--- config.mk ---
export PLATFORM = sky130hd
export DESIGN_NAME = sfpt_reader
export DESIGN_NICKNAME = d
export VERILOG_FILES = /design/src/sfpt_reader.sv /design/src/sfpt_rom.sv
export SDC_FILE = /design/constraint.sdc
export NUM_CORES = 1
export LEC_CHECK = 0
export ABC_CLOCK_PERIOD_IN_PS = 4860
export BUFFER_PORTS_ARGS = -buffer_cell sky130_fd_sc_hd__buf_2
export CAP_MARGIN = 25
export CORE_ASPECT_RATIO = 1.5
export CORE_MARGIN = 2
export CORE_UTILIZATION = 55
export CTS_CLUSTER_SIZE = 28
export DETAILED_ROUTE_END_ITERATION = 10
export PLACE_DENSITY = 0.85
export SETUP_SLACK_MARGIN = 0.05
export SLEW_MARGIN = 0
export SYNTH_ARGS = -nofsm -noshare
export SYNTH_HDL_FRONTEND = slang
export SYNTH_SLANG_ARGS = --single-unit
--- constraint.sdc ---
create_clock -name clock -period 4.86 [get_ports clock]
set_input_delay 0.972 -clock clock [delete_from_list [all_inputs] [get_ports clock]]
set_output_delay 0.972 -clock clock [all_outputs]
set_load 0.01 [all_outputs]
--- src/sfpt_reader.sv ---
/*
 * discoverable-parameter table constants and lookup, and the byte
 * reader over it: takes a start address, presents one byte at a time
 * and steps on request.
 * assumes request inputs come from logic on the same clock.
 */
// Operation
// - byte 0Fh returns FFh, first header identifier is standards-defined
// - byte 10h returns 84h, low identifier of the four-byte-address table
// - byte 11h returns 00h, minor revision of the four-byte-address table
// - byte 12h returns 01h, original major revision of that table
// - byte 13h returns 02h, table length is two double words
// - bytes 14h to 16h return 40h, 03h, 00h: pointer to 0340h
// - byte 17h returns FFh, high identifier byte, standards-defined
// - basic byte 00h is E5h: unused ones, big buffer, uniform 4 KB erase
// - basic byte 00h bits 4:3 are 00b: volatile status write, non-volatile default
// - basic byte 01h returns 20h, the uniform 4 KB erase instruction
// - basic byte 02h is FBh: quad, dual, ddr and fast reads supported
// - basic byte 02h address field is 01b: three or four address bytes
// - basic byte 03h returns FFh filler
// - basic bytes 04h to 06h return FFh, low part of density 03FFFFFFh
// - basic table sits at base 0300h, relative offsets add to it
`timescale 1ns/1ps

package sfpt_pkg;

	localparam int          SFPT_AW  = 24;
	localparam int          SFPT_DW  = 8;
	localparam int          SFPT_LAT = 3;

	typedef enum logic [1:0] {
		SFPT_IDLE  = 2'h0,
		SFPT_FETCH = 2'h1,
		SFPT_LOAD  = 2'h3,
		SFPT_HOLD  = 2'h2
	} sfpt_state_type;

	// second parameter header
	localparam logic [23:0] SFPT_H1_ID_LO_ADDR   = 24'h00000F;
	localparam logic [23:0] SFPT_H1_ID_ADDR      = 24'h000010;
	localparam logic [23:0] SFPT_H1_MINOR_ADDR   = 24'h000011;
	localparam logic [23:0] SFPT_H1_MAJOR_ADDR   = 24'h000012;
	localparam logic [23:0] SFPT_H1_LEN_ADDR     = 24'h000013;
	localparam logic [23:0] SFPT_H1_PTR0_ADDR    = 24'h000014;
	localparam logic [23:0] SFPT_H1_PTR1_ADDR    = 24'h000015;
	localparam logic [23:0] SFPT_H1_PTR2_ADDR    = 24'h000016;
	localparam logic [23:0] SFPT_H1_ID_HI_ADDR   = 24'h000017;

	localparam logic [7:0]  SFPT_H1_ID_LO_VAL    = 8'hFF;
	localparam logic [7:0]  SFPT_H1_ID_VAL       = 8'h84;
	localparam logic [7:0]  SFPT_H1_MINOR_VAL    = 8'h00;
	localparam logic [7:0]  SFPT_H1_MAJOR_VAL    = 8'h01;
	localparam logic [7:0]  SFPT_H1_LEN_VAL      = 8'h02;
	localparam logic [23:0] SFPT_H1_PTR_VAL      = 24'h000340;
	localparam logic [7:0]  SFPT_H1_ID_HI_VAL    = 8'hFF;

	// basic table base and relative offsets
	localparam logic [23:0] SFPT_BASIC_BASE      = 24'h000300;
	localparam logic [23:0] SFPT_B_REL0          = 24'h000000;
	localparam logic [23:0] SFPT_B_REL1          = 24'h000001;
	localparam logic [23:0] SFPT_B_REL2          = 24'h000002;
	localparam logic [23:0] SFPT_B_REL3          = 24'h000003;
	localparam logic [23:0] SFPT_B_REL4          = 24'h000004;
	localparam logic [23:0] SFPT_B_REL5          = 24'h000005;
	localparam logic [23:0] SFPT_B_REL6          = 24'h000006;

	// basic byte 00h fields
	localparam logic [2:0]  SFPT_B0_UNUSED       = 3'h7;
	localparam logic [1:0]  SFPT_B0_STATUS_WR    = 2'h0;
	localparam logic [0:0]  SFPT_B0_BUF_GT64     = 1'h1;
	localparam logic [1:0]  SFPT_B0_ERASE_4K     = 2'h1;
	localparam int          SFPT_B0_UNUSED_LSB   = 5;
	localparam int          SFPT_B0_STWR_LSB     = 3;
	localparam int          SFPT_B0_BUF_BIT      = 2;
	localparam int          SFPT_B0_ERASE_LSB    = 0;

	localparam logic [7:0]  SFPT_ERASE_4K_INSTR  = 8'h20;

	// basic byte 02h fields, bit 16 of the double word is bit 0 here
	localparam logic [0:0]  SFPT_B2_UNUSED       = 1'h1;
	localparam logic [0:0]  SFPT_B2_QUAD_OUTPUT_READ = 1'h1;
	localparam logic [0:0]  SFPT_B2_QUAD_IO_READ = 1'h1;
	localparam logic [0:0]  SFPT_B2_DUAL_IO_READ = 1'h1;
	localparam logic [0:0]  SFPT_B2_DDR          = 1'h1;
	localparam logic [1:0]  SFPT_B2_ADDR_BYTES   = 2'h1;
	localparam logic [0:0]  SFPT_B2_FAST_READ    = 1'h1;
	localparam int          SFPT_B2_ADDR_LSB     = 1;

	localparam logic [7:0]  SFPT_B3_FILL         = 8'hFF;
	localparam logic [31:0] SFPT_DENSITY         = 32'h03FFFFFF;
	localparam logic [7:0]  SFPT_UNMAPPED        = 8'hFF;

	localparam logic [7:0]  SFPT_B0_VAL = {SFPT_B0_UNUSED, SFPT_B0_STATUS_WR,
		SFPT_B0_BUF_GT64, SFPT_B0_ERASE_4K};
	localparam logic [7:0]  SFPT_B2_VAL = {SFPT_B2_UNUSED, SFPT_B2_QUAD_OUTPUT_READ,
		SFPT_B2_QUAD_IO_READ, SFPT_B2_DUAL_IO_READ, SFPT_B2_DDR,
		SFPT_B2_ADDR_BYTES, SFPT_B2_FAST_READ};

	// {in table, byte}; addresses outside the covered bytes read as filler
	function automatic logic [8:0] sfpt_lookup(input logic [23:0] a);
		logic [8:0] r;
		r = {1'h1, SFPT_UNMAPPED};
		case (a)
			SFPT_H1_ID_LO_ADDR:             r[7:0] = SFPT_H1_ID_LO_VAL;
			SFPT_H1_ID_ADDR:                r[7:0] = SFPT_H1_ID_VAL;
			SFPT_H1_MINOR_ADDR:             r[7:0] = SFPT_H1_MINOR_VAL;
			SFPT_H1_MAJOR_ADDR:             r[7:0] = SFPT_H1_MAJOR_VAL;
			SFPT_H1_LEN_ADDR:               r[7:0] = SFPT_H1_LEN_VAL;
			SFPT_H1_PTR0_ADDR:              r[7:0] = SFPT_H1_PTR_VAL[7:0];
			SFPT_H1_PTR1_ADDR:              r[7:0] = SFPT_H1_PTR_VAL[15:8];
			SFPT_H1_PTR2_ADDR:              r[7:0] = SFPT_H1_PTR_VAL[23:16];
			SFPT_H1_ID_HI_ADDR:             r[7:0] = SFPT_H1_ID_HI_VAL;
			SFPT_BASIC_BASE + SFPT_B_REL0:  r[7:0] = SFPT_B0_VAL;
			SFPT_BASIC_BASE + SFPT_B_REL1:  r[7:0] = SFPT_ERASE_4K_INSTR;
			SFPT_BASIC_BASE + SFPT_B_REL2:  r[7:0] = SFPT_B2_VAL;
			SFPT_BASIC_BASE + SFPT_B_REL3:  r[7:0] = SFPT_B3_FILL;
			SFPT_BASIC_BASE + SFPT_B_REL4:  r[7:0] = SFPT_DENSITY[7:0];
			SFPT_BASIC_BASE + SFPT_B_REL5:  r[7:0] = SFPT_DENSITY[15:8];
			SFPT_BASIC_BASE + SFPT_B_REL6:  r[7:0] = SFPT_DENSITY[23:16];
			default:                        r[8] = 1'h0;
		endcase
		return r;
	endfunction : sfpt_lookup

endpackage : sfpt_pkg

module sfpt_reader
	import sfpt_pkg::*;
(
	input  wire logic        clock,
	input  wire logic        rst,
	input  wire logic        rd_start,
	input  wire logic [23:0] rd_addr,
	input  wire logic        rd_next,
	input  wire logic        rd_stop,
	output logic      [7:0]  rd_data,
	output logic             rd_valid,
	output logic             rd_known
);

	typedef struct packed {
		sfpt_state_type st;
		logic [23:0]    addr;
		logic [7:0]     data;
		logic           valid;
		logic           known;
	} sfpt_reader_type;

	sfpt_reader_type rdr_r;
	sfpt_reader_type rdr_nxt;
	logic [7:0]      rom_data;
	logic            rom_known;
	logic            rom_en;

	assign rom_en = (rdr_r.st == SFPT_FETCH);

	sfpt_rom u_rom (
		.clock (clock),
		.rst   (rst),
		.rd_en (rom_en),
		.addr  (rdr_r.addr),
		.data  (rom_data),
		.known (rom_known)
	);

	// start wins over stop, stop wins over step
	always_comb begin
		rdr_nxt = rdr_r;
		case (rdr_r.st)
			SFPT_IDLE: begin
				rdr_nxt.valid = 1'h0;
			end
			SFPT_FETCH: begin
				rdr_nxt.st = SFPT_LOAD;
			end
			SFPT_LOAD: begin
				rdr_nxt.data  = rom_data;
				rdr_nxt.known = rom_known;
				rdr_nxt.valid = 1'h1;
				rdr_nxt.st    = SFPT_HOLD;
			end
			SFPT_HOLD: begin
				if (rd_next) begin
					// wraps at the top of the 24-bit space
					rdr_nxt.addr  = rdr_r.addr + 24'h000001;
					rdr_nxt.valid = 1'h0;
					rdr_nxt.st    = SFPT_FETCH;
				end
			end
			default: begin
				rdr_nxt.st = SFPT_IDLE;
			end
		endcase
		if (rd_stop) begin
			rdr_nxt.st    = SFPT_IDLE;
			rdr_nxt.valid = 1'h0;
		end
		if (rd_start) begin
			rdr_nxt.addr  = rd_addr;
			rdr_nxt.valid = 1'h0;
			rdr_nxt.st    = SFPT_FETCH;
		end
	end

	always_ff @(posedge clock or posedge rst) begin
		if (rst) begin
			rdr_r <= '{st: SFPT_IDLE, addr: 24'h000000, data: 8'h00,
				valid: 1'h0, known: 1'h0};
		end else begin
			rdr_r <= rdr_nxt;
		end
	end

	assign rd_data  = rdr_r.data;
	assign rd_valid = rdr_r.valid;
	assign rd_known = rdr_r.known;

	// byte shown three edges after a clean start
	chk_start_latency: assert property (@(posedge clock) disable iff (rst)
		rd_start ##1 (!rd_start && !rd_stop)[*2] |=> rd_valid && !$past(rd_valid))
		else $error("valid not raised after start");

	chk_hdr_id_lo: assert property (@(posedge clock) disable iff (rst)
		rd_start && rd_addr == SFPT_H1_ID_LO_ADDR ##1 (!rd_start && !rd_stop)[*2]
		|=> rd_valid && rd_known && rd_data == SFPT_H1_ID_LO_VAL)
		else $error("header byte 0F wrong");

	chk_hdr_id: assert property (@(posedge clock) disable iff (rst)
		rd_start && rd_addr == SFPT_H1_ID_ADDR ##1 (!rd_start && !rd_stop)[*2]
		|=> rd_valid && rd_data == SFPT_H1_ID_VAL)
		else $error("header byte 10 wrong");

	chk_hdr_minor: assert property (@(posedge clock) disable iff (rst)
		rd_start && rd_addr == SFPT_H1_MINOR_ADDR ##1 (!rd_start && !rd_stop)[*2]
		|=> rd_valid && rd_data == SFPT_H1_MINOR_VAL)
		else $error("header byte 11 wrong");

	chk_hdr_major: assert property (@(posedge clock) disable iff (rst)
		rd_start && rd_addr == SFPT_H1_MAJOR_ADDR ##1 (!rd_start && !rd_stop)[*2]
		|=> rd_valid && rd_data == SFPT_H1_MAJOR_VAL)
		else $error("header byte 12 wrong");

	chk_hdr_length: assert property (@(posedge clock) disable iff (rst)
		rd_start && rd_addr == SFPT_H1_LEN_ADDR ##1 (!rd_start && !rd_stop)[*2]
		|=> rd_valid && rd_data == SFPT_H1_LEN_VAL)
		else $error("header byte 13 wrong");

	// a step from the first pointer byte must show the second
	chk_hdr_pointer: assert property (@(posedge clock) disable iff (rst)
		rdr_r.st == SFPT_HOLD && rdr_r.addr == SFPT_H1_PTR0_ADDR && rd_next
		&& !rd_start && !rd_stop ##1 (!rd_start && !rd_stop)[*2]
		|=> rd_valid && rd_data == SFPT_H1_PTR_VAL[15:8])
		else $error("header pointer bytes wrong");

	chk_hdr_ptr_top: assert property (@(posedge clock) disable iff (rst)
		rd_start && rd_addr == SFPT_H1_PTR2_ADDR ##1 (!rd_start && !rd_stop)[*2]
		|=> rd_valid && rd_data == SFPT_H1_PTR_VAL[23:16])
		else $error("header byte 16 wrong");

	chk_hdr_id_hi: assert property (@(posedge clock) disable iff (rst)
		rd_start && rd_addr == SFPT_H1_ID_HI_ADDR ##1 (!rd_start && !rd_stop)[*2]
		|=> rd_valid && rd_data == SFPT_H1_ID_HI_VAL)
		else $error("header byte 17 wrong");

	chk_basic_erase: assert property (@(posedge clock) disable iff (rst)
		rd_start && rd_addr == SFPT_BASIC_BASE + SFPT_B_REL0
		##1 (!rd_start && !rd_stop)[*2]
		|=> rd_valid && rd_data == SFPT_B0_VAL
		&& rd_data[SFPT_B0_BUF_BIT] == SFPT_B0_BUF_GT64
		&& rd_data[SFPT_B0_ERASE_LSB +: 2] == SFPT_B0_ERASE_4K
		&& rd_data[SFPT_B0_UNUSED_LSB +: 3] == SFPT_B0_UNUSED)
		else $error("basic byte 00 fields wrong");

	chk_basic_status: assert property (@(posedge clock) disable iff (rst)
		rd_start && rd_addr == SFPT_BASIC_BASE + SFPT_B_REL0
		##1 (!rd_start && !rd_stop)[*2]
		|=> rd_data[SFPT_B0_STWR_LSB +: 2] == SFPT_B0_STATUS_WR)
		else $error("status write type wrong");

	chk_basic_instr: assert property (@(posedge clock) disable iff (rst)
		rd_start && rd_addr == SFPT_BASIC_BASE + SFPT_B_REL1
		##1 (!rd_start && !rd_stop)[*2]
		|=> rd_valid && rd_data == SFPT_ERASE_4K_INSTR)
		else $error("erase instruction byte wrong");

	chk_basic_reads: assert property (@(posedge clock) disable iff (rst)
		rd_start && rd_addr == SFPT_BASIC_BASE + SFPT_B_REL2
		##1 (!rd_start && !rd_stop)[*2]
		|=> rd_valid && rd_data == SFPT_B2_VAL)
		else $error("read support byte wrong");

	chk_basic_addr: assert property (@(posedge clock) disable iff (rst)
		rd_start && rd_addr == SFPT_BASIC_BASE + SFPT_B_REL2
		##1 (!rd_start && !rd_stop)[*2]
		|=> rd_data[SFPT_B2_ADDR_LSB +: 2] == SFPT_B2_ADDR_BYTES)
		else $error("address byte field wrong");

	chk_basic_fill: assert property (@(posedge clock) disable iff (rst)
		rd_start && rd_addr == SFPT_BASIC_BASE + SFPT_B_REL3
		##1 (!rd_start && !rd_stop)[*2]
		|=> rd_valid && rd_data == SFPT_B3_FILL)
		else $error("basic byte 03 wrong");

	chk_basic_density: assert property (@(posedge clock) disable iff (rst)
		rd_start && rd_addr == SFPT_BASIC_BASE + SFPT_B_REL4
		##1 (!rd_start && !rd_stop)[*2]
		|=> rd_valid && rd_known && rd_data == SFPT_DENSITY[7:0])
		else $error("density byte wrong");

	// a step from the base must land on relative byte 01h
	chk_basic_base: assert property (@(posedge clock) disable iff (rst)
		rdr_r.st == SFPT_HOLD && rdr_r.addr == SFPT_BASIC_BASE && rd_next
		&& !rd_start && !rd_stop ##1 (!rd_start && !rd_stop)[*2]
		|=> rd_valid && rd_data == SFPT_ERASE_4K_INSTR)
		else $error("basic table not at its base");

	// shown byte holds until the reader moves on
	chk_data_stable: assert property (@(posedge clock) disable iff (rst)
		rd_valid && !rd_start && !rd_stop && !rd_next
		|=> rd_valid && $stable(rd_data))
		else $error("shown byte changed while held");

	chk_stop_idle: assert property (@(posedge clock) disable iff (rst)
		rd_stop && !rd_start |=> !rd_valid ##1 !rd_valid)
		else $error("valid after stop");

	chk_unknown_fill: assert property (@(posedge clock) disable iff (rst)
		rd_valid && !rd_known |-> rd_data == SFPT_UNMAPPED)
		else $error("uncovered address not filler");

endmodule : sfpt_reader

--- src/sfpt_rom.sv ---
/*
 * small registered-read rom over the discoverable-parameter table.
 * assumes one clock and an active-high asynchronous reset shared with
 * the reader that instantiates it, and the table package read first.
 */
`timescale 1ns/1ps

module sfpt_rom
	import sfpt_pkg::*;
(
	input  wire logic        clock,
	input  wire logic        rst,
	input  wire logic        rd_en,
	input  wire logic [23:0] addr,
	output logic      [7:0]  data,
	output logic             known
);

	typedef struct packed {
		logic [7:0] data;
		logic       known;
	} sfpt_rom_type;

	sfpt_rom_type rom_r;
	sfpt_rom_type rom_nxt;

	// no write port at all, so nothing can alter the content
	always_comb begin
		rom_nxt = rom_r;
		if (rd_en) begin
			{rom_nxt.known, rom_nxt.data} = sfpt_lookup(addr);
		end
	end

	always_ff @(posedge clock or posedge rst) begin
		if (rst) begin
			rom_r <= '0;
		end else begin
			rom_r <= rom_nxt;
		end
	end

	assign data  = rom_r.data;
	assign known = rom_r.known;

endmodule : sfpt_rom

After elaboration in Yosys (flattened, before gate mapping)
Cells that the tools add are included. Widths: inputs -> output; s select.

Add/subtract/negate cells: 1. Equal/unequal tests: 20. Muxes and demuxes: 11. Reduce and logical (&&, ||, !) cells: 10.

Operators by type and width (count): $eq 24x5->1 const B (8); $eq 24x10->1 const B (7); $pmux 8 s9 (1); $mux 26 (2); $add 24x1->24 const B (1); $eq 24x4->1 const B (1); $mux 24 (1); $reduce_or 16->1 (1); $reduce_bool 5->1 (2); $pmux 2 s3 (1); $reduce_and 2->1 (3); $eq 2x2->1 const B (2); $mux 1 (4); $ne 4x4->1 const B (1); $reduce_bool 2->1 (2); $pmux 1 s3 (1); $eq 2x1->1 const B (1); $logic_not 2->1 (1); $mux 2 (1); $reduce_or 2->1 (1).

Register bits: 45. Input bits: 29. Logic and storage cells: 49.

Logic depth before layout (Yosys ltp)
Gate-level depths: netlist (run 1).

Depth in word-level cells: 5. Gate-level depth with buffers: 7. Gate-level depth less buffers: 7.

Hierarchy
Synthesis (run 1) repeated with hierarchy kept, for this count alone.

Cells, all modules: 284. Area total of the unflattened synthesis: 2621.3 µm².

Modules (own cells, without submodules): sfpt_reader (instances 1, cells an instance 212, area each 2025.7 µm²); sfpt_rom (instances 1, cells an instance 72, area each 595.6 µm²).

Least setup slack after synthesis (run 1)
No wires, ideal clock.

Kind: input to register. Start: input port rd_next. End: register rdr_r[29] in the netlist's numbering. Arrival: 1867 ps. Required time: 4777 ps. Path slack: 2910 ps. Cell stages on the path: 5. Buffers on the path: 0. Path through: nand4_1 -> nor3_1 -> nand4_1 -> xor2_1 -> o21ai_0.

Longest elaborated chain between the ends: 2.

Ends and longest elaborated chain: start, declared (line sfpt_reader.sv:134) `input wire logic rd_next,`; $reduce_bool 2->1 (no source line); $reduce_and 2->1 (no source line); end signal, assigned (line sfpt_reader.sv:207) `rdr_r <= '{st: SFPT_IDLE, addr: 24'h000000, data: 8'h00,`; end signal, assigned (line sfpt_reader.sv:210) `rdr_r <= rdr_nxt;`; end, declared (line sfpt_reader.sv:149) `sfpt_reader_type rdr_r;`.

Every way passes these cells. A chain may end at the register's enable or synchronous reset.

Worst setup path in the final report (run 1)
Start: register rdr_r[34] in the netlist's numbering. End: register rdr_r[29] in the netlist's numbering.

Longest elaborated chain between the ends: 3.

Ends and longest elaborated chain: $eq 2x2->1 (line sfpt_reader.sv:169) `case (rdr_r.st)`; $reduce_bool 2->1 (no source line); $reduce_and 2->1 (no source line).

Every way passes these cells.

==> impl_metrics.py, run 1 <==
metrics = {
    "status": {
        "outcome": "finished, final reports clean",
    },
    "critical_path": {
        "cp_common_cell": "nand4_1",
        "critPathKind": "reg -> reg",
        "path_buf_inv": 1,
        "rrSetupSlack_ns": 2.79,
        "cp-start-kind": "flip-flop",
        "crit_end": "rdr_r[29]$_DFFE_PP0P_",
        "r2r_start": "rdr_r[34]$_DFFE_PP0P_",
        "crit_required_ns": 5.02,
        "crit_family": "simple AND/OR/NAND/NOR gates",
        "crit_fanout": 6,
        "ff2ff_path_depth": 7,
        "crit_cells": 7,
        "worstPathCellList": "inv_1 -> ha_1 -> nand4_1 -> nor3_1 -> nand4_1 -> xor2_1 -> o21ai_0",
        "crit_start": "rdr_r[34]$_DFFE_PP0P_",
        "arrival_ns": 2.23,
        "worst_path_largest_cell_delay_ns": 0.49,
        "end_kind": "flip-flop",
        "slowest_stage": "nor3_1",
        "r2r_end": "rdr_r[29]$_DFFE_PP0P_",
    },
    "floorplan": {
        "start_util_pct": 56.2,
        "io_pins": 39,
        "core-area_um2": 4470,
        "die-width_um": 59.2,
        "fp-row-count": 30,
        "die_y_um": 86.7,
        "dieArea_um2": 5130,
    },
    "placement": {
        "place_inst": 343,
        "gp_congestion": 0.885,
        "dp_hpwl_mm": 3.54,
        "dpl_worst_slack_ns": 2.49,
        "io_buffers": 38,
    },
    "synth": {
        "syn_inst": 275,
        "synth-edff-count": 0,
        "async_flop_share_pct": 100,
        "ys_seq_elements": 43,
        "syn-num-nets": 313,
        "ys_seq_area_share_pct": 42.9,
        "synthDistinctLibCells": 43,
        "synth_flop_cell": "dfrtp_1",
        "syn_area_um2": 2510,
        "syn_area_per_cell_um2": 9.13,
        "ys_warn_count": 0,
    },
    "clock_tree": {
        "clkTransAtPathRegs_ns": 0.09,
        "htreeDepth": 2,
        "cts_buffer_depth": 2,
        "clk_latency_ns": 0.30,
        "cts_sinks": 43,
        "clock-root-buffer": "clkbuf_8",
        "post_cts_buffers": 0,
        "cts.repair.resized": 0,
        "postCtsHoldBufs": 0,
        "tritoncts": "done",
        "cts-buffers-inserted": 5,
    },
    "finish": {
        "diodes": 0,
        "final_cells": 351,
        "fin_nets": 340,
        "fill_cells": 404,
        "drive_gt1_share_pct": 23.1,
        "area_growth_pct": 9.77,
    },
    "grt": {
        "use_met2_pct": 38.5,
        "gr-usage-met1_pct": 24.5,
        "gr-usage-met3_pct": 4.18,
        "grt.busiest_layer": "met2",
        "antenna_found_initial": 0,
        "grt_overflow_total": 0,
        "grt_pass1_vias": 1948,
        "grt_max_degree": 52,
        "gr-usage-all-layers_pct": 21.9,
        "grt_pass1_wl_mm": 8.60,
    },
    "routing": {
        "via_per_inst": 5.66,
        "drc_errors": 0,
        "wl_mm": 4.81,
        "avgRoutedWirePerCell_um": 13.7,
        "drt_iter0_markers": 48,
        "detail-route-antenna-nets": 0,
        "drt-pass1-iter-count": 4,
        "vias": 1986,
    },
    "min_path": {
        "hold_path.class": "reg -> reg",
        "hp-start": "rd_data[0]$_DFFE_PP0P_",
    },
    "pwr": {
        "pwr-share-clk_pct": 29.8,
        "p_leak_nw": 1.11,
        "switching_share_pct": 30.4,
        "max-vdd-ir-drop_uv": 171,
        "p_int_mw": 0.546,
        "combPwrFrac_pct": 16.6,
        "p_switching_mw": 0.239,
        "pwr-share-seq_pct": 53.6,
        "power_density_nw_per_um2": 285,
    },
    "timing": {
        "rsz0062_at_grt": "false",
        "worstMarginPinSlew_ns": 0.717,
        "finalSetupTns_ns": 0,
        "max-slew-margin-rel_pct": 52.2,
        "period_share_pct": 42.5,
        "whs_ns": 0.504,
        "finalMaxSlewViolations": 0,
        "skew_ns": 0.00776,
        "hold_viol_final": 0,
        "setup_viol": 0,
        "fmax_ghz": 0.484,
        "period_needed_ns": 2.07,
        "fin_ws_ns": 2.79,
    },
    "run": {
        "max-cap-violations": 0,
    },
}
-- final cells by class --
class                   instances  area (um2)  share of cell area (%)
multi-input cells             204        1290                    47.0
repair buffers                 39         198                    7.18
well taps                      48        60.1                    2.18
inverters                       9        33.8                    1.23
flip-flops and latches         43        1080                    39.1
clock buffers                   5        68.8                    2.50
clock inverters                 3        25.0                   0.908
-- synthesized netlist by cell type (all sizes together), types with 2 or more instances --
library cell | instances | share of area [%]
nand3 | 12 | 2.4
xor2 | 15 | 5.2
nand2b | 2 | 0.50
dfrtp | 43 | 43
and3 | 4 | 1.1
ha | 9 | 4.5
nor3b | 2 | 0.80
nand2 | 40 | 6.0
or2 | 4 | 1.0
buf | 11 | 3.0
a22oi | 2 | 0.60
clkbuf | 8 | 1.2
nor2 | 21 | 3.1
nand4 | 10 | 2.5
inv | 9 | 1.3
nor4 | 6 | 2.6
nor3 | 10 | 2.2
o21ai | 27 | 5.4
and2 | 2 | 0.55
a31oi | 5 | 1.2
xnor2 | 8 | 2.8
mux2 | 8 | 3.6
a21oi | 6 | 1.2
-- logic make-up (layout without fill, tap and decap cells) --
group / count (synthesis) / after routing / synth area share, %
flip-flops: 43 / 43 / 42.9
AO/OA/AOI/OAI: 45 / 45 / 10.7
AND/OR/NAND/NOR: 118 / 118 / 24.4
multiplexers: 9 / 9 / 3.99
XOR/XNOR: 23 / 23 / 8.03
buffers and inverters: 28 / 56 / 5.58
adder cells (fa/ha/maj): 9 / 9 / 4.49
-- worst min-delay path by stage --
| stage | slack (ns) | to | depth (start not counted) |
|---|---|---|---|
| finish | 0.50 | rd_data[0]$_DFFE_PP0P_ | 1 |
| global route | 0.54 | rd_data[6]$_DFFE_PP0P_ | 1 |
| CTS | 0.51 | rd_data[1]$_DFFE_PP0P_ | 1 |
| detailed placement | 0.49 | rd_data[5]$_DFFE_PP0P_ | 1 |
| global placement | 0.48 | rd_data[1]$_DFFE_PP0P_ | 1 |
| floorplan | 0.48 | rd_data[1]$_DFFE_PP0P_ | 1 |
-- flip-flops by register name (all words and copies together), names as in the netlist --
signal and count:
rd_known 1, rd_valid 1, rd_data 7, u_rom.known 1, u_rom.data 7, rdr_r 26
-- power by group through the flow --
stage,Sequential [mW],Combinational (mW),Clock [mW]
floorplan,0.419,0.0983,0
global placement,0.424,0.127,0
detailed placement,0.426,0.132,0
CTS,0.419,0.132,0.240
global route,0.425,0.152,0.254
finish,0.420,0.130,0.234
-- metrics by stage --
step	utilization, %	cell area (um2)	total power, mW
global placement	59.6	2660	0.551
detailed placement	59.6	2660	0.557
global route	61.7	2760	0.830
CTS	61.7	2760	0.791
finish	61.7	2760	0.784
floorplan	-	2510	0.517
-- routing by layer --
| metal | up-vias | wire length, um |
|---|---|---|
| met5 | - | 0 |
| met4 | 0 | 115 |
| met3 | 7 | 148 |
| met2 | 40 | 2650 |
| met1 | 944 | 1900 |
| li1 | 995 | - |
-- cells in the final DEF, fill, tap and decap left out, types with 9 or more instances in the layout --
cell type / n
dfrtp_1: 43
nand2_1: 40
buf_2: 38
o21ai_0: 24
nor2_1: 21
xor2_1: 15
nand3_1: 12
nand4_1: 10
inv_1: 9
nor3_1: 9
ha_1: 9
(Power assumes the default switching activity.)
==> inputs of run 2 (changes only) <==
- ABC_CLOCK_PERIOD_IN_PS: 4860 -> 1800
- CORE_UTILIZATION: 55 -> 51
- PLACE_DENSITY: 0.85 -> 0.83
- clock period: 4.86 -> 1.8 ns (I/O delays scaled with it)
==> run 2 against run 1 <==
Routed wire length rose by 15%. Power grew to 3.1 times the previous value. Register-to-register slack lost 2.8 ns. Maximum frequency increased by 17%. Critical path type unchanged.
==> impl_metrics.py, run 2 (synthesis results as in run 1) <==
metrics = {
    "routing": {
        "detail-route-antenna-nets": 0,
        "avgRoutedWirePerCell_um": 13.8,
        "vias": 2171,
        "drc_errors": 0,
        "via_per_inst": 5.41,
        "wl_mm": 5.55,
        "drt-pass1-iter-count": 4,
        "drt_iter0_markers": 60,
    },
    "timing": {
        "fin_ws_ns": 0.0276,
        "period_needed_ns": 1.77,
        "worstMarginPinSlew_ns": 0.541,
        "skew_ns": 0.00380,
        "period_share_pct": 98.5,
        "setup_viol": 0,
        "finalMaxSlewViolations": 0,
        "rsz0062_at_grt": "true",
        "fmax_ghz": 0.564,
        "hold_viol_final": 0,
        "max-slew-margin-rel_pct": 63.9,
    },
    "grt": {
        "grt.busiest_layer": "met2",
        "grt_pass1_wl_mm": 8.85,
        "antenna_found_initial": 0,
        "gr-usage-all-layers_pct": 20.8,
        "gr-usage-met1_pct": 24.2,
        "gr-usage-met3_pct": 4.03,
        "use_met2_pct": 35.6,
        "grt_overflow_total": 0,
        "grt_max_degree": 44,
        "grt_pass1_vias": 2058,
    },
    "placement": {
        "gp_congestion": 0.931,
        "io_buffers": 38,
        "place_inst": 389,
        "dpl_worst_slack_ns": -0.0576,
        "dp_hpwl_mm": 3.78,
    },
    "critical_path": {
        "crit_fanout": 4,
        "worst_path_largest_cell_delay_ns": 0.46,
        "r2r_end": "u_rom.data[2]$_DFFE_PP0N_",
        "path_buf_inv": 1,
        "arrival_ns": 2.00,
        "critPathKind": "reg -> reg",
        "ff2ff_path_depth": 7,
        "rrSetupSlack_ns": 0.03,
        "crit_start": "rdr_r[10]$_DFFE_PP0P_",
        "worstPathCellList": "inv_4 -> ha_4 -> nor3_4 -> nand2_1 -> and3_4 -> or2_2 -> a31oi_1",
        "crit_required_ns": 2.03,
        "crit_end": "u_rom.data[2]$_DFFE_PP0N_",
        "crit_family": "simple AND/OR/NAND/NOR gates",
        "crit_cells": 7,
        "r2r_start": "rdr_r[10]$_DFFE_PP0P_",
        "cp-start-kind": "flip-flop",
        "end_kind": "flip-flop",
        "slowest_stage": "dfrtp_2",
    },
    "pwr": {
        "power_density_nw_per_um2": 755,
        "max-vdd-ir-drop_uv": 505,
        "p_leak_nw": 1.30,
        "p_total_mw": 2.43,
    },
    "clock_tree": {
        "clk_latency_ns": 0.30,
        "tritoncts": "done",
        "cts_sinks": 43,
        "cts-buffers-inserted": 5,
        "cts_buffer_depth": 2,
        "clkTransAtPathRegs_ns": 0.08,
        "clock-root-buffer": "clkbuf_8",
        "htreeDepth": 2,
    },
    "floorplan": {
        "die-width_um": 61.3,
        "die_y_um": 89.9,
        "fp-row-count": 31,
        "core-area_um2": 4770,
        "dieArea_um2": 5510,
        "start_util_pct": 52.6,
        "io_pins": 39,
    },
    "finish": {
        "final_cells": 401,
        "mostFrequentLayoutCells": "nand2_1, dfrtp_1, buf_2",
        "final_util_pct": 67.5,
        "area_growth_pct": 28.3,
        "fill_cells": 379,
        "diodes": 0,
        "largest_reg_flops": 26,
        "multi_input_area_um2": 1460,
        "drive_gt1_share_pct": 37.3,
        "layout.area.seq_um2": 1080,
        "largest_register": "rdr_r",
        "fin_nets": 372,
    },
    "run": {
        "max-cap-violations": 0,
    },
    "min_path": {
        "hold_path.class": "in -> async",
    },
    "status": {
        "outcome": "finished, final reports clean",
    },
}
## run 2: worst min path at each step
stage,to,start,cells past startpoint
after floorplan,rd_valid$_DFFE_PP0P_,rd_stop,1
after global placement,rd_data[2]$_DFFE_PP0P_,rd_data[2]$_DFFE_PP0P_,1
after detailed placement,rd_data[6]$_DFFE_PP0P_,rd_data[6]$_DFFE_PP0P_,1
after CTS,rd_valid$_DFFE_PP0P_,rst,3
after global routing,rdr_r[35]$_DFFE_PP0P_,rd_stop,2
final,rd_valid$_DFFE_PP0P_,rst,3
## run 2: stage by stage
stage	instance area (um2)	TNS, ns	hold slack [ns]
finish	3220	0	0.176
global route	3220	-0.0955	0.244
CTS	3050	0	0.207
detailed placement	2890	-0.0643	0.491
global placement	2890	-0.00161	0.484
floorplan	2510	0	0.433
## run 2: worst register-to-register path, cell delays in order, from the launching register on
cell and delay [ns]:
dfrtp_2 0.46, inv_4 0.07, ha_4 0.18, nor3_4 0.25, nand2_1 0.12, and3_4 0.18
or2_2 0.29, a31oi_1 0.15
## run 2: report_power, final
part / switching [mW] / internal [mW] / total, mW
Combinational: 0.267 / 0.247 / 0.514
Clock: 0.345 / 0.449 / 0.794
Sequential: 0.0833 / 1.04 / 1.12
## run 2: metal layers
metal  vias up  routed length, um
met5         -                  0
met3        17                180
met4         0                174
met2        50               3080
li1       1060                  -
met1      1044               2110
## run 2: repair_timing
| action | CTS | global route |
|---|---|---|
| endpoints found under the setup margin | 6 | 21 |
| hold buffers | 0 | 0 |
| pin swaps | 2 | 19 |
| gates resized for setup | 7 | 33 |
| buffers inserted | 0 | 5 |
## run 2: cell type report
| cell class | instances | area share, % |
|---|---|---|
| clock buffers | 6 | 2.57 |
| clock inverters | 2 | 1.09 |
| inverters | 9 | 1.20 |
| multi-input cells | 204 | 45.3 |
| flip-flops and latches | 43 | 33.6 |
| well taps | 66 | 2.57 |
| repair buffers | 71 | 13.7 |
==> inputs of run 3 (changes only) <==
- CORE_ASPECT_RATIO: 1.5 -> 0.7
==> run 3 against run 2 <==
The run now ends with setup timing left. Final cell count increased by 2.2%. Critical path type unchanged. Routed wire length up 17%. Core utilization grew 2.3 points. Register-to-register slack lost 0.05 ns. Clock power fell by 1%. Sequential power barely moved. Clock skew is 0.0056 ns higher. Power up 1.4%. First-iteration DRC count is 100% higher. Global-route usage up 2.2 points. Sequential cell count did not move. Non-clock buffer count grew 6.
==> impl_metrics.py, run 3 (synthesis results as in run 1) <==
metrics = {
    "pwr": {
        "power_density_nw_per_um2": 743,
        "p_total_mw": 2.46,
        "p_leak_nw": 1.35,
        "switching_share_pct": 29.0,
        "p_switching_mw": 0.715,
        "combPwrFrac_pct": 22.1,
        "pwr-share-clk_pct": 31.8,
        "pwr-share-seq_pct": 46.1,
        "p_int_mw": 1.75,
        "max-vdd-ir-drop_uv": 372,
    },
    "grt": {
        "gr-usage-all-layers_pct": 22.9,
        "use_met2_pct": 36.9,
        "grt_overflow_total": 0,
        "antenna_found_initial": 0,
        "gr-usage-met3_pct": 4.76,
        "grt_pass1_wl_mm": 9.85,
        "grt_pass1_vias": 2092,
        "grt.busiest_layer": "met2",
        "grt_max_degree": 44,
        "gr-usage-met1_pct": 32.4,
    },
    "clock_tree": {
        "tritoncts": "done",
        "clkTransAtPathRegs_ns": 0.08,
        "clk_latency_ns": 0.30,
        "htreeDepth": 2,
        "cts_sinks": 43,
        "cts-buffers-inserted": 5,
        "clock-root-buffer": "clkbuf_8",
        "cts_buffer_depth": 2,
    },
    "routing": {
        "via_per_inst": 5.51,
        "drc_errors": 0,
        "drt_iter0_markers": 120,
        "detail-route-antenna-nets": 0,
        "wl_mm": 6.50,
        "vias": 2259,
        "drt-pass1-iter-count": 4,
        "avgRoutedWirePerCell_um": 15.8,
    },
    "finish": {
        "drive_gt1_share_pct": 40.5,
        "diodes": 0,
        "area_growth_pct": 32.2,
        "mostFrequentLayoutCells": "nand2_1, buf_2, dfrtp_1",
        "fin_nets": 378,
        "largest_reg_flops": 26,
        "largest_register": "rdr_r",
        "finalInstanceArea_um2": 3320,
        "final_cells": 410,
    },
    "floorplan": {
        "io_pins": 39,
        "die_y_um": 62.7,
        "die-width_um": 87.9,
        "core-area_um2": 4760,
        "dieArea_um2": 5510,
        "start_util_pct": 52.8,
        "fp-row-count": 21,
    },
    "timing": {
        "skew_ns": 0.00936,
        "finalMaxSlewViolations": 0,
        "setup_viol": 1,
        "fmax_ghz": 0.550,
        "period_share_pct": 101,
        "hold_viol_final": 0,
        "fin_ws_ns": -0.0195,
        "rsz0062_at_grt": "true",
        "worstMarginPinSlew_ns": 0.544,
        "period_needed_ns": 1.82,
        "max-slew-margin-rel_pct": 63.7,
    },
    "placement": {
        "place_inst": 393,
        "io_buffers": 38,
        "dp_hpwl_mm": 4.16,
        "placed_area_um2": 2920,
        "dpl_worst_slack_ns": -0.0231,
        "gp_congestion": 0.914,
    },
    "critical_path": {
        "arrival_ns": 2.03,
        "slowest_stage": "dfrtp_2",
        "critPathKind": "reg -> reg",
        "worstPathCellList": "inv_4 -> ha_4 -> nor3_4 -> buf_4 -> nor4_2 -> buf_4 -> or2_2 -> a31oi_1",
        "crit_family": "simple AND/OR/NAND/NOR gates",
        "cp-start-kind": "flip-flop",
        "worst_path_largest_cell_delay_ns": 0.48,
        "crit_required_ns": 2.01,
        "crit_fanout": 4,
        "path_buf_inv": 3,
        "cp_common_cell": "buf_4",
        "end_kind": "flip-flop",
        "rrSetupSlack_ns": -0.02,
    },
    "status": {
        "outcome": "finished, violations left",
        "failed_checks": "setup timing",
    },
    "run": {
        "max-cap-violations": 0,
    },
    "min_path": {
        "hold_path.class": "in -> async",
    },
}
==> run 3: power by group through the flow <==
stage / Sequential (mW) / Clock, mW / Combinational (mW)
3_5_place_dp: 1.14 / 0 / 0.438
6_report: 1.14 / 0.784 / 0.544
3_3_place_gp: 1.13 / 0 / 0.422
4_1_cts: 1.12 / 0.788 / 0.484
5_1_grt: 1.14 / 0.836 / 0.599
2_1_floorplan: 1.13 / 0 / 0.265
==> run 3: worst reg2reg max path, delay by kind of cell (launching register included) <==
family / cells / cell delay, ns
and+or+nand+nor: 3 / 0.52
DFF: 1 / 0.48
buffers and inverters: 3 / 0.37
AOI/OAI and AO/OA: 1 / 0.19
adders and majority gates: 1 / 0.18
==> run 3: repair_timing <==
item / 4_1_cts / 5_1_grt
buffers inserted: 8 / 0
endpoints found under the setup margin: 10 / 24
hold buffers: 0 / 0
pin swaps: 9 / 14
resized for setup: 15 / 34
hold endpoints to repair: 0 / 0
gates cloned: 0 / 1
==> run 3: final cells by class <==
class / count / area [um2]
clock buffers: 6 / 82.6
flip-flops and latches: 43 / 1080
inverters: 9 / 36.3
multi-input cells: 204 / 1490
repair buffers: 77 / 507
clock inverters: 2 / 35.0
well taps: 69 / 86.3
fillers: 345 / 1440
==> run 3: final timing paths <==
kind / cells after the start / end / startpoint
worst min register to register: 1 / rd_data[2]$_DFFE_PP0P_ / rd_data[2]$_DFFE_PP0P_
worst max register to register: 8 / u_rom.data[2]$_DFFE_PP0N_ / rdr_r[10]$_DFFE_PP0P_
max in group asynchronous: 3 / rdr_r[11]$_DFFE_PP0P_ / rst
worst max-delay path: 8 / u_rom.data[2]$_DFFE_PP0N_ / rdr_r[10]$_DFFE_PP0P_
worst min-delay path: 3 / rdr_r[20]$_DFFE_PP0P_ / rst
min in group clock: 2 / rd_valid$_DFFE_PP0P_ / rd_stop
==> run 3: stage by stage <==
| step | utilization, % | hold slack, ns | TNS (ns) |
|---|---|---|---|
| global placement | 61.4 | 0.484 | -0.00908 |
| floorplan | - | 0.433 | 0 |
| detailed placement | 61.4 | 0.491 | -0.0534 |
| finish | 69.7 | 0.196 | -0.0195 |
| CTS | 66.4 | 0.217 | 0 |
| global route | 69.7 | 0.251 | -0.204 |
==> run 3: routing by layer <==
metal	share of wire, %	vias up
li1	-	1075
met3	5.6	15
met2	48	85
met5	0	-
met4	2.0	0
met1	45	1084
